`config.mk`:
```
export PLATFORM = sky130hd
export DESIGN_NAME = scr_top
export DESIGN_NICKNAME = d
export VERILOG_FILES = /design/src/logic/scr_pkg.sv /design/src/logic/scr_top.sv
export SDC_FILE = /design/constraint.sdc
export NUM_CORES = 1
export LEC_CHECK = 0
export ABC_AREA = 1
export BUFFER_PORTS_ARGS = -buffer_cell sky130_fd_sc_hd__buf_4
export CAP_MARGIN = 10
export CORE_ASPECT_RATIO = 1.75
export CORE_UTILIZATION = 58
export DETAILED_ROUTE_END_ITERATION = 6
export PLACE_DENSITY = 0.86
export SYNTH_ARGS = -nofsm -noshare
export SYNTH_HDL_FRONTEND = slang
export SYNTH_SLANG_ARGS = --single-unit
```
`constraint.sdc`:
```
create_clock -name pclk -period 5 [get_ports pclk]
set_input_delay 1 -clock pclk [delete_from_list [all_inputs] [get_ports pclk]]
set_output_delay 1 -clock pclk [all_outputs]
set_load 0.05 [all_outputs]
```
`src/logic/scr_pkg.sv`:
```
// constants for the converter control and status register block
package scr_pkg;

	// ----------------------------------------
	// register byte offsets
	// ----------------------------------------
	localparam logic [11:0] CTRL_OFS      = 12'h000;
	localparam logic [11:0] STAT_OFS      = 12'h004;
	localparam logic [11:0] BASE_OFS      = 12'h008;
	localparam logic [11:0] PCFG_OFS      = 12'h00c;
	localparam logic [11:0] TRIG_OFS      = 12'h010;

	// ----------------------------------------
	// control field positions
	// ----------------------------------------
	localparam int MODULE_ON_BIT   = 15;
	localparam int IDLE_STOP_BIT   = 13;
	localparam int GLOBAL_TRIG_BIT = 10;
	localparam int FORMAT_BIT      = 8;
	localparam int EARLY_INT_BIT   = 7;
	localparam int ORDER_BIT       = 6;
	localparam int SEQ_SAMP_BIT    = 5;
	localparam int CLK_SEL_LSB     = 0;

	// writable bits of the control, base and pin configuration registers
	localparam logic [15:0] CTRL_MASK     = 16'ha5e7;
	localparam logic [15:0] BASE_MASK     = 16'hfffe;
	localparam logic [15:0] PCFG_MASK     = 16'h0fff;

	// ----------------------------------------
	// reset values
	// ----------------------------------------
	localparam logic [15:0] CTRL_RST      = 16'h0003;
	localparam logic [15:0] BASE_RST      = 16'h0000;
	localparam logic [11:0] PCFG_RST      = 12'h000;
	localparam logic [4:0]  TRIG_RST      = 5'h00;

	// ----------------------------------------
	// sizes and codes
	// ----------------------------------------
	localparam int NUM_PAIRS     = 6;
	localparam int NUM_PINS      = 12;
	localparam int RES_BITS      = 10;
	localparam int TRIG_BITS     = 5;
	localparam logic [4:0] TRIG_OFF    = 5'h00;
	localparam logic [4:0] TRIG_GLOBAL = 5'h02;

	// system clock period in ns (base time unit of the divider)
	localparam int SYS_CLK_NS    = 100;

	// conversion sequencer states
	typedef enum logic [1:0] {
		SCR_IDLE,
		SCR_FIRST,
		SCR_SECOND
	} scr_state_e;

endpackage

```
`src/logic/scr_top.sv`:
```
// converter control, status, vector base and pin configuration registers
//
// Chosen here: the APB register port and the address map.
`timescale 1ns/10ps
module scr_top (
	input  wire logic                                  pclk,
	input  wire logic                                  presetn,
	input  wire logic                                  psel,
	input  wire logic                                  penable,
	input  wire logic                                  pwrite,
	input  wire logic [11:0]                           paddr,
	input  wire logic [31:0]                           pwdata,
	output logic                                       pready,
	output logic      [31:0]                           prdata,
	output logic                                       pslverr,
	input  wire logic                                  device_idle,
	input  wire logic [scr_pkg::NUM_PAIRS-1:0]         pair_trigger,
	input  wire logic [scr_pkg::RES_BITS-1:0]          conv_result,
	output logic                                       conv_clk_tick,
	output logic                                       conv_busy,
	output logic                                       conv_odd_input,
	output logic      [2:0]                            conv_pair,
	output logic                                       shared_sample,
	output logic                                       dedicated_sample,
	output logic      [15:0]                           result_data,
	output logic                                       result_valid,
	output logic      [scr_pkg::NUM_PAIRS-1:0]         pair_irq,
	output logic      [scr_pkg::NUM_PINS-1:0]          pin_digital,
	output logic      [scr_pkg::NUM_PINS-1:0]          mux_to_ground
);
	import scr_pkg::*;

	// ----------------------------------------
	// decoding helpers
	// ----------------------------------------
	// lowest numbered set flag wins
	function automatic logic [2:0] enc_ready(input logic [NUM_PAIRS-1:0] f);
		logic [2:0] n;
		n = 3'd0;
		for (int i = NUM_PAIRS - 1; i >= 0; i--) begin
			if (f[i]) begin
				n = 3'(i);
			end
		end
		return n;
	endfunction

	// ----------------------------------------
	// registers and state
	// ----------------------------------------
	logic [15:0]            ctrl_ff;
	logic [15:0]            base_ff;
	logic [NUM_PINS-1:0]    pcfg_ff;
	logic [NUM_PAIRS-1:0]   ready_ff;
	logic [NUM_PAIRS-1:0]   pend_ff;
	logic [TRIG_BITS-1:0]   trig_src_ff [NUM_PAIRS];
	logic                   gtrig_prev_ff;
	logic [2:0]             div_ff;
	scr_state_e             state_ff;
	logic [2:0]             pair_ff;
	logic [15:0]            result_ff;
	logic                   result_valid_ff;
	logic [NUM_PAIRS-1:0]   irq_ff;
	logic                   shared_ff;
	logic                   dedicated_ff;

	logic                   wr_en;
	logic                   rd_en;
	logic                   hit;
	logic                   running;
	logic                   tick;
	logic                   gtrig_rise;
	logic [NUM_PAIRS-1:0]   req;
	logic [NUM_PAIRS-1:0]   set_ready;
	logic [15:0]            base_rd;
	logic [15:0]            fmt;

	assign wr_en   = psel & penable & pwrite;
	assign rd_en   = psel & ~pwrite;
	assign pready  = 1'b1;
	assign pslverr = psel & penable & ~hit;

	// address decode; the trigger block spans one word per pair
	always_comb begin
		hit = (paddr == CTRL_OFS) || (paddr == STAT_OFS) || (paddr == BASE_OFS) ||
			(paddr == PCFG_OFS) ||
			((paddr >= TRIG_OFS) && (paddr < TRIG_OFS + 12'(4 * NUM_PAIRS)) &&
			(paddr[1:0] == 2'b00));
	end

	// ----------------------------------------
	// software writable registers
	// ----------------------------------------
	// order and early bits only move while converter is off
	always_ff @(posedge pclk or negedge presetn) begin
		if (!presetn) begin
			ctrl_ff <= CTRL_RST;
		end else if (wr_en && paddr == CTRL_OFS) begin
			ctrl_ff <= pwdata[15:0] & CTRL_MASK;
			if (ctrl_ff[MODULE_ON_BIT]) begin
				ctrl_ff[EARLY_INT_BIT] <= ctrl_ff[EARLY_INT_BIT];
				ctrl_ff[ORDER_BIT]     <= ctrl_ff[ORDER_BIT];
			end
		end
	end

	// base and pin configuration
	always_ff @(posedge pclk or negedge presetn) begin
		if (!presetn) begin
			base_ff <= BASE_RST;
			pcfg_ff <= PCFG_RST;
		end else if (wr_en) begin
			if (paddr == BASE_OFS) begin
				base_ff <= pwdata[15:0] & BASE_MASK;
			end
			if (paddr == PCFG_OFS) begin
				pcfg_ff <= pwdata[NUM_PINS-1:0];
			end
		end
	end

	// per-pair trigger source words
	for (genvar g = 0; g < NUM_PAIRS; g++) begin : g_trig
		always_ff @(posedge pclk or negedge presetn) begin
			if (!presetn) begin
				trig_src_ff[g] <= TRIG_RST;
			end else if (wr_en && paddr == TRIG_OFS + 12'(4 * g)) begin
				trig_src_ff[g] <= pwdata[TRIG_BITS-1:0];
			end
		end
	end

	// ----------------------------------------
	// ready flags
	// ----------------------------------------
	// write 0 clears, write 1 keeps; a hardware set wins the same cycle
	always_ff @(posedge pclk or negedge presetn) begin
		if (!presetn) begin
			ready_ff <= '0;
		end else if (wr_en && paddr == STAT_OFS) begin
			ready_ff <= (ready_ff & pwdata[NUM_PAIRS-1:0]) | set_ready;
		end else begin
			ready_ff <= ready_ff | set_ready;
		end
	end

	// ----------------------------------------
	// triggers and pending requests
	// ----------------------------------------
	// level bit: only a 0 to 1 change counts, so software must clear it first
	assign gtrig_rise = ctrl_ff[GLOBAL_TRIG_BIT] & ~gtrig_prev_ff;
	assign running    = ctrl_ff[MODULE_ON_BIT] &
		~(ctrl_ff[IDLE_STOP_BIT] & device_idle);

	always_comb begin
		for (int i = 0; i < NUM_PAIRS; i++) begin
			if (trig_src_ff[i] == TRIG_GLOBAL) begin
				req[i] = gtrig_rise;
			end else if (trig_src_ff[i] == TRIG_OFF) begin
				req[i] = 1'b0;
			end else begin
				req[i] = pair_trigger[i];
			end
		end
	end

	// pending set by a request, dropped when sequencer takes the pair
	always_ff @(posedge pclk or negedge presetn) begin
		if (!presetn) begin
			gtrig_prev_ff <= 1'b0;
			pend_ff       <= '0;
		end else begin
			gtrig_prev_ff <= ctrl_ff[GLOBAL_TRIG_BIT];
			if (!ctrl_ff[MODULE_ON_BIT]) begin
				pend_ff <= '0;
			end else begin
				for (int i = 0; i < NUM_PAIRS; i++) begin
					if (req[i]) begin
						pend_ff[i] <= 1'b1;
					end else if (tick && state_ff == SCR_IDLE && running &&
						pend_ff != '0 && enc_ready(pend_ff) == 3'(i)) begin
						pend_ff[i] <= 1'b0;
					end
				end
			end
		end
	end

	// ----------------------------------------
	// conversion clock divider
	// ----------------------------------------
	// one tick every select plus one system periods
	always_ff @(posedge pclk or negedge presetn) begin
		if (!presetn) begin
			div_ff <= 3'd0;
		end else if (!running || div_ff >= ctrl_ff[CLK_SEL_LSB+:3]) begin
			div_ff <= 3'd0;
		end else begin
			div_ff <= div_ff + 3'd1;
		end
	end
	assign tick          = running && (div_ff >= ctrl_ff[CLK_SEL_LSB+:3]);
	assign conv_clk_tick = tick;

	// ----------------------------------------
	// pair sequencer
	// ----------------------------------------
	// each busy state lasts one conversion clock; lowest pending pair first
	always_ff @(posedge pclk or negedge presetn) begin
		if (!presetn) begin
			state_ff <= SCR_IDLE;
			pair_ff  <= 3'd0;
		end else if (!running) begin
			state_ff <= SCR_IDLE;
		end else if (tick) begin
			unique case (state_ff)
				SCR_IDLE: begin
					if (pend_ff != '0) begin
						pair_ff  <= enc_ready(pend_ff);
						state_ff <= SCR_FIRST;
					end
				end
				SCR_FIRST: begin
					state_ff <= SCR_SECOND;
				end
				SCR_SECOND: begin
					state_ff <= SCR_IDLE;
				end
			endcase
		end
	end

	assign conv_busy      = (state_ff != SCR_IDLE);
	assign conv_pair      = pair_ff;
	// order bit: odd first when set
	assign conv_odd_input = (state_ff == SCR_FIRST) ? ctrl_ff[ORDER_BIT] :
		~ctrl_ff[ORDER_BIT];

	// result capture in chosen format
	assign fmt = ctrl_ff[FORMAT_BIT] ? {conv_result, 6'h00} :
		{6'h00, conv_result};

	always_ff @(posedge pclk or negedge presetn) begin
		if (!presetn) begin
			result_ff       <= 16'h0000;
			result_valid_ff <= 1'b0;
		end else begin
			result_valid_ff <= tick && conv_busy;
			if (tick && conv_busy) begin
				result_ff <= fmt;
			end
		end
	end
	assign result_data  = result_ff;
	assign result_valid = result_valid_ff;

	// ready set when a pair's data lands at end of its second conversion
	always_comb begin
		set_ready = '0;
		if (tick && state_ff == SCR_SECOND) begin
			set_ready[pair_ff] = 1'b1;
		end
	end

	// per-pair interrupt pulse after first or second conversion
	always_ff @(posedge pclk or negedge presetn) begin
		if (!presetn) begin
			irq_ff <= '0;
		end else begin
			irq_ff <= '0;
			if (tick && state_ff == (ctrl_ff[EARLY_INT_BIT] ? SCR_FIRST : SCR_SECOND)) begin
				irq_ff[pair_ff] <= 1'b1;
			end
		end
	end
	assign pair_irq = irq_ff;

	// ----------------------------------------
	// sample and hold strobes
	// ----------------------------------------
	// shared hold timing: sequential mode ties it to the odd conversion start
	always_ff @(posedge pclk or negedge presetn) begin
		if (!presetn) begin
			shared_ff      <= 1'b0;
			dedicated_ff   <= 1'b0;
		end else begin
			dedicated_ff <= tick && state_ff == SCR_IDLE && pend_ff != '0;
			shared_ff    <= 1'b0;
			if (ctrl_ff[SEQ_SAMP_BIT]) begin
				if (tick && ((state_ff == SCR_IDLE && pend_ff != '0 && ctrl_ff[ORDER_BIT]) ||
					(state_ff == SCR_FIRST && !ctrl_ff[ORDER_BIT]))) begin
					shared_ff <= 1'b1;
				end
			end else if (tick && state_ff == SCR_IDLE && pend_ff != '0) begin
				// shared hold is always free at a pair start, so it goes with dedicated
				shared_ff <= 1'b1;
			end
		end
	end
	assign shared_sample    = shared_ff;
	assign dedicated_sample = dedicated_ff;

	// ----------------------------------------
	// pins
	// ----------------------------------------
	assign pin_digital   = pcfg_ff;
	assign mux_to_ground = pcfg_ff;

	// ----------------------------------------
	// read path
	// ----------------------------------------
	assign base_rd = base_ff + {11'h000, enc_ready(ready_ff), 2'b00};

	always_comb begin
		prdata = 32'h0000_0000;
		if (rd_en) begin
			if (paddr == CTRL_OFS) begin
				prdata[15:0] = ctrl_ff;
			end else if (paddr == STAT_OFS) begin
				prdata[NUM_PAIRS-1:0] = ready_ff;
			end else if (paddr == BASE_OFS) begin
				prdata[15:0] = base_rd & BASE_MASK;
			end else if (paddr == PCFG_OFS) begin
				prdata[NUM_PINS-1:0] = pcfg_ff;
			end else begin
				for (int i = 0; i < NUM_PAIRS; i++) begin
					if (paddr == TRIG_OFS + 12'(4 * i)) begin
						prdata[TRIG_BITS-1:0] = trig_src_ff[i];
					end
				end
			end
		end
	end

	// ----------------------------------------
	// checks
	// ----------------------------------------
	off_stops_conv_a: assert property (@(posedge pclk) disable iff (!presetn)
		!ctrl_ff[MODULE_ON_BIT] |=> !conv_busy)
		else $error("converter busy while off");
	idle_halt_a: assert property (@(posedge pclk) disable iff (!presetn)
		ctrl_ff[IDLE_STOP_BIT] && device_idle |-> !tick)
		else $error("divider ran in idle with stop set");
	gtrig_sticky_a: assert property (@(posedge pclk) disable iff (!presetn)
		ctrl_ff[GLOBAL_TRIG_BIT] && !(wr_en && paddr == CTRL_OFS)
		|=> ctrl_ff[GLOBAL_TRIG_BIT])
		else $error("global trigger cleared by hardware");
	format_left_a: assert property (@(posedge pclk) disable iff (!presetn)
		tick && conv_busy && ctrl_ff[FORMAT_BIT] |=> result_data[5:0] == 6'h00)
		else $error("left justified low bits not zero");
	ready_set_wins_a: assert property (@(posedge pclk) disable iff (!presetn)
		set_ready[0] |=> ready_ff[0])
		else $error("ready set lost");
	ready_clear_a: assert property (@(posedge pclk) disable iff (!presetn)
		wr_en && paddr == STAT_OFS && !pwdata[0] && !set_ready[0] |=> !ready_ff[0])
		else $error("ready flag not cleared");
	base_low_zero_a: assert property (@(posedge pclk) disable iff (!presetn)
		base_rd[1:0] == base_ff[1:0])
		else $error("encoded vector not shifted by two");
	vector_prio_a: assert property (@(posedge pclk) disable iff (!presetn)
		ready_ff[0] |-> base_rd == base_ff)
		else $error("pair 0 not highest priority");
	// select held at 1 and running across three samples: tick, gap, tick
	div_period_a: assert property (@(posedge pclk) disable iff (!presetn)
		$past(tick, 2) && $past(ctrl_ff[2:0], 2) == 3'd1 && $past(ctrl_ff[2:0]) == 3'd1 &&
		ctrl_ff[2:0] == 3'd1 && $past(running) && running |-> !$past(tick) && tick)
		else $error("divider period wrong");
	pins_ground_a: assert property (@(posedge pclk) disable iff (!presetn)
		mux_to_ground == pin_digital)
		else $error("digital pin not grounded at mux");

endmodule

```
Yosys cells after proc, flatten, opt, wreduce, memory -nomap -nowiden
Cells that the tools add are included.
{"block": "totals", "ff_bits": 113, "out_inout_bits": 89, "elab_cells": 213, "in_bits": 66}
{"block": "classes", "add_sub_neg": 2, "reduce_logical": 54, "n_mux": 79, "order_cmp": 5, "bitwise_logic": 16, "eq_ne": 31}
{"operator": "3-bit 2-to-1 mux", "n": 25}
{"operator": "12-bit by 5-bit == test with 1-bit output, second input constant", "n": 4}
{"operator": "16-bit 2-to-1 mux", "n": 3}
{"operator": "5-bit 2-to-1 mux", "n": 7}
{"operator": "5-bit by 2-bit == test with 1-bit output, second input constant", "n": 6}
{"operator": "5-bit logical NOT", "n": 6}
{"operator": "6-bit 2-to-1 mux", "n": 5}
{"operator": "1-bit logical AND", "n": 29}
{"operator": "1-bit 2-to-1 mux", "n": 29}
{"operator": "12-bit by 4-bit == test with 1-bit output, second input constant", "n": 2}
{"operator": "12-bit by 6-bit == test with 1-bit output, second input constant", "n": 2}
{"operator": "3-bit by 1-bit inequality test with 1-bit output, second input constant", "n": 6}
{"operator": "16-bit by 5-bit adder with 16-bit output", "n": 1}
{"operator": "12-bit by 3-bit == test with 1-bit output, second input constant", "n": 1}
{"operator": "12-bit by 5-bit >= comparator with 1-bit output, second input constant", "n": 1}
{"operator": "12-bit logical NOT", "n": 1}
{"operator": "12-bit by 6-bit < comparator with 1-bit output, second input constant", "n": 1}
{"operator": "12-bit 2-to-1 mux", "n": 1}
{"operator": "6-bit bitwise OR", "n": 2}
{"operator": "10-bit 2-to-1 mux", "n": 1}
{"operator": "2-bit 2-to-1 mux", "n": 4}
{"operator": "2-bit AND reduction", "n": 4}
{"operator": "1-bit bitwise AND", "n": 7}
{"operator": "7-bit 2-to-1 mux", "n": 1}
{"operator": "other kinds (24)", "n": 38}

Longest topological paths before layout
{"block": "depth", "depth_word": 13, "mapped_depth": 16, "depth_no_buf": 16}

Worst setup path before layout
OpenSTA, ideal clock, no wires.
{"block": "synth_timing", "path_kind": "input -> output", "start": "input paddr[8]", "end": "output prdata[5]", "setup_slack_ns": 1.288, "arrival_ns": 2.712, "required_ns": 4.000, "stages": 8, "path_buffers": 1, "cell_sequence": "nor2_1 > nand2_2 > nor2_4 > nand2_2 > inv_2 > buf_4 > nand3_1 > a31oi_1"}
{"block": "synth_between", "elab_chain_cells": 6, "word_cells_on_any_way": 9, "cone_classes": "eq/ne (3); mux (5); reduce/logical (1)"}
{"element": "start, declared", "line": "scr_top.sv:11", "rtl": "input wire logic [11:0] paddr,"}
{"element": "12-bit by 4-bit == test with 1-bit output", "line": "scr_top.sv:323", "rtl": "end else if (paddr == PCFG_OFS) begin"}
{"element": "7-bit 2-to-1 mux", "line": "scr_top.sv:323"}
{"element": "12-bit 2-to-1 mux", "line": "scr_top.sv:321", "rtl": "end else if (paddr == BASE_OFS) begin"}
{"element": "6-bit 2-to-1 mux", "line": "scr_top.sv:319", "rtl": "end else if (paddr == STAT_OFS) begin"}
{"element": "16-bit 2-to-1 mux *", "line": "scr_top.sv:317", "rtl": "if (paddr == CTRL_OFS) begin"}
{"element": "16-bit 2-to-1 mux *", "line": "scr_top.sv:316", "rtl": "if (rd_en) begin"}
{"element": "end, declared", "line": "scr_top.sv:14", "rtl": "output logic [31:0] prdata,"}
Every way passes the cells marked *; elsewhere a longest branch is shown, timed or not.

Final worst setup path
{"block": "layout_timing", "start": "register ready_ff[5]", "end": "output prdata[14]"}
{"block": "layout_between", "elab_chain_cells": 11}
{"element": "start, declared", "line": "scr_top.sv:54", "rtl": "logic [NUM_PAIRS-1:0] ready_ff;"}
{"element": "start signal, assigned", "line": "scr_top.sv:141", "rtl": "ready_ff <= (ready_ff & pwdata[NUM_PAIRS-1:0]) | set_ready;"}
{"element": "start signal, assigned", "line": "scr_top.sv:143", "rtl": "ready_ff <= ready_ff | set_ready;"}
{"element": "3-bit 2-to-1 mux (6 in a row)", "line": "scr_top.sv:41", "rtl": "if (f[i]) begin"}
{"element": "16-bit by 5-bit adder with 16-bit output", "line": "scr_top.sv:312", "rtl": "assign base_rd = base_ff + {11'h000, enc_ready(ready_ff), 2'b00};"}
{"element": "4-bit 2-to-1 mux", "line": "scr_top.sv:321"}
{"element": "10-bit 2-to-1 mux", "line": "scr_top.sv:319"}
{"element": "16-bit 2-to-1 mux", "line": "scr_top.sv:317"}
{"element": "16-bit 2-to-1 mux", "line": "scr_top.sv:316"}
Every way passes these cells.

==> results.py <==
metrics = {
    "pwr": {
        "pwr-share-comb": 0.053,
        "p_sw_frac": 0.236,
        "vdd_drop_max_mv": 0.355,
        "power_frac_seq": 0.405,
        "clockPowerShare": 0.542,
        "internal_power_mw": 1.73,
        "leakagePower_nw": 3.80,
        "power_switching_uw": 535,
        "cellPowerDensity_nw_per_um2": 297,
    },
    "global_routing": {
        "grt_pass1_wl_um": 27300,
        "antenna_found_initial": 0,
        "grt_use_total": 0.327,
        "grt_pass1_vias": 5741,
        "grt_max_degree": 76,
        "overflow": 0,
    },
    "place": {
        "port_buffers": 121,
        "placed_cell_area_sq_um": 7010,
        "dp_hpwl_um": 12200,
        "pre_cts_slack_ns": 1.27,
        "gp_congestion": 0.931,
    },
    "route": {
        "vias": 5871,
        "first_pass_iters": 6,
        "wirelength_um": 17300,
        "wl_per_cell_um": 16.7,
        "routed_via_density": 5.67,
        "dr.first_iter.drc_count": 452,
        "drc_errors": 0,
        "ant_nets": 0,
    },
    "run_status": {
        "status": "finished, final reports clean",
    },
    "synthesis": {
        "async_flop_share": 1.00,
        "synth-edff-count": 0,
        "synth_top_family_by_area": "simple AND/OR/NAND/NOR gates",
        "synth_area_sq_um": 6190,
        "ys_seq_area_frac": 0.457,
        "synthCells": 786,
        "synth-xor-area-share": 0.00424,
        "synth_top_area_share": 0.448,
        "ys_types": 46,
        "ys_seq_elements": 113,
        "synth_area_leaders": "dfrtp_1 45%, nand2_1 10%, o21ai_0 7.1%, inv_1 5.2%, nand3_1 4.4%",
        "synth_area_leader_cell": "dfrtp_1",
        "synthSimpleGateAreaFrac": 0.242,
        "synth_area_per_cell_sq_um": 7.88,
        "synth_compound_area_frac": 0.156,
        "synthAdderAreaFrac": 0.0255,
        "synth_mux_area_frac": 0.00364,
        "synth_warnings": 0,
        "ys.flop_type": "dfrtp_1",
    },
    "clock_tree": {
        "h-tree-depth": 4,
        "clk_latency_ns": 0.42,
        "ctsResizeCount": 0,
        "cts_buffer_depth": 2,
        "numCtsBuffers": 17,
        "cts_tree": "built",
        "ctsHoldBuffers": 0,
        "cts_setup_buffers": 0,
        "cts-root-buf": "clkbuf_16",
        "cts.reportedPaths.clkPinSlew_ns": 0.05,
        "clock-sinks": 113,
    },
    "worst_hold_path": {
        "hold_path.class": "flop to flop",
        "hold_depth": 1,
    },
    "setup_path": {
        "worstPathArrival_ns": 3.28,
        "r2r_cells": 8,
        "path_class": "flop to output pin",
        "crit_required_ns": 4.00,
        "setup.worst_path.end_class": "output pin",
        "cp-start-kind": "flop",
        "crit_path_max_fanout": 4,
    },
    "sta": {
        "rsz0062_at_grt": "no",
        "period_share": 0.855,
        "fin_skew_ns": 0.00649,
        "setup_viol": 0,
        "fmax_ghz": 0.234,
        "final.setup.worst_slack_ns": 0.723,
        "slew_viol_final": 0,
        "final_hold_viol_count": 0,
        "period_minus_slack_ns": 4.28,
        "whs_ns": 0.452,
        "tns_ns": 0,
        "max_slew_margin": 0.363,
        "worst_pin_slew_ns": 0.955,
    },
    "floorplan": {
        "die_w_um": 80.1,
        "start_util": 0.601,
        "ioPinCount": 155,
        "rows": 49,
        "core-area_sq_um": 10300,
        "die-area_sq_um": 11100,
        "die_h_um": 139,
    },
    "flow_run": {
        "drv_cap": 0,
    },
    "final_layout": {
        "n_antenna_cell": 0,
        "area_delta_synth_final_pct": 22.8,
        "fin_nets": 975,
        "final_core_util": 0.738,
        "final_area_sq_um": 7600,
        "drive_gt1_frac": 0.218,
    },
}
-- final cells by class --
cell class                 count  area, sq um
clock inverter                13          161
clock buffer                  18          429
fill                         782         2700
tap                          127          159
timing repair buffer         123          923
multi-input combinational    544         2730
sequential                   113         2830
inverter                      98          368
-- final timing paths --
check	slack (ns)	start	endpoint
setup reg to reg	2.58	ctrl_ff[1]$_DFFE_PN1P_	pair_irq[5]$_DFF_PN0_
min in group asynchronous	0.71	presetn	trig_src_ff[29]$_DFFE_PN0P_
hold reg to reg	0.45	div_ff[0]$_DFF_PN0_	div_ff[0]$_DFF_PN0_
setup / recovery	0.72	ready_ff[5]$_DFF_PN0_	prdata[14]
hold / removal	0.45	div_ff[0]$_DFF_PN0_	div_ff[0]$_DFF_PN0_
max in group asynchronous	3.25	presetn	conv_pair[1]$_DFFE_PN0P_
-- metal layers --
metal | global-route usage | wire, um | part of all wire | vias to the layer above
li1 | - | - | - | 2767
met1 | 0.339 | 5970 | 0.35 | 2742
met2 | 0.580 | 9340 | 0.54 | 274
met3 | 0.0717 | 912 | 0.053 | 88
met4 | 0.206 | 1050 | 0.061 | 0
met5 | 0 | 0 | 0 | -
-- metrics by stage --
step / instances / total power [mW]
after global routing: 1036 / 2.32
after floorplan: 801 / 0.998
final: 1036 / 2.26
after detailed placement: 1005 / 1.05
after CTS: 1036 / 2.27
after global placement: 1005 / 1.05
-- power groups by stage --
stage / clock (mW) / combinational [mW] / sequential, mW
after detailed placement: 0 / 0.120 / 0.933
after global placement: 0 / 0.119 / 0.933
after CTS: 1.23 / 0.121 / 0.917
after global routing: 1.28 / 0.129 / 0.916
final: 1.22 / 0.120 / 0.917
after floorplan: 0 / 0.0653 / 0.933
-- worst max-delay path, stage by stage (launching register included) --
cell and delay (ns):
dfrtp_1 0.41, inv_1 0.06, o21bai_1 0.18, a21oi_1 0.10, nor2_1 0.15, ha_1 0.19
inv_1 0.06, fa_1 0.35, inv_1 0.09, nand2_1 0.10, a21oi_2 0.19, nand4_1 0.14
or2_1 0.29, nor2_2 0.13, nand4_1 0.09, o211ai_1 0.09, inv_1 0.06, buf_4 0.18
-- logic make-up (layout without fill, tap and decap cells) --
logic type	Yosys count	after routing
buffers and inverters	144	252
xor gates and xnor gates	3	3
DFF	113	113
adders and majority gates	12	12
AOI/OAI and AO/OA	176	176
muxes	2	2
and+or+nand+nor	334	334
other	2	17
-- cell usage in the layout (no fill, tap or decap), types with 3 or more instances in the layout --
cell        instances
inv_1              86
o21ai_1            35
nor2_2              9
nor2_4              3
bufinv_16           3
inv_2              12
ha_1               11
o21a_1              5
nand3b_1            3
clkinv_2            3
clkinvlp_4          4
dfrtp_1           111
nand3_1            55
o211ai_1            8
clkbuf_16          17
nand2_1           170
nor4_1              7
nor2_1             54
o21ai_0            88
a21oi_1            23
a31oi_1             3
nor3_1              9
nand4_1             6
buf_4             123
conb_1             17
a21oi_2             4
o221ai_1            3
nand2_2             8
-- Yosys cell counts, types with 6 or more instances --
cell and count:
a21oi_1 23, nand3_1 55, o21ai_0 88, dfrtp_1 111, inv_1 86, nand2_2 8
nand4_1 6, ha_1 11, nor3_1 9, inv_2 12, buf_4 30, nor4_1 7
nor2_1 54, buf_2 8, o211ai_1 8, nor2_2 9, nand2_1 170, o21ai_1 35
-- sequential cells by signal, indices dropped and copies added (netlist names), 2 cells and up --
signal and cells:
trig_src_ff 30, result_data 16, base_ff 15, mux_to_ground 12, ctrl_ff 10, pair_irq 6, pend_ff 6, ready_ff 6
conv_pair 3, div_ff 3, state_ff 2
No activity file was read; power rests on OpenSTA's default activity.
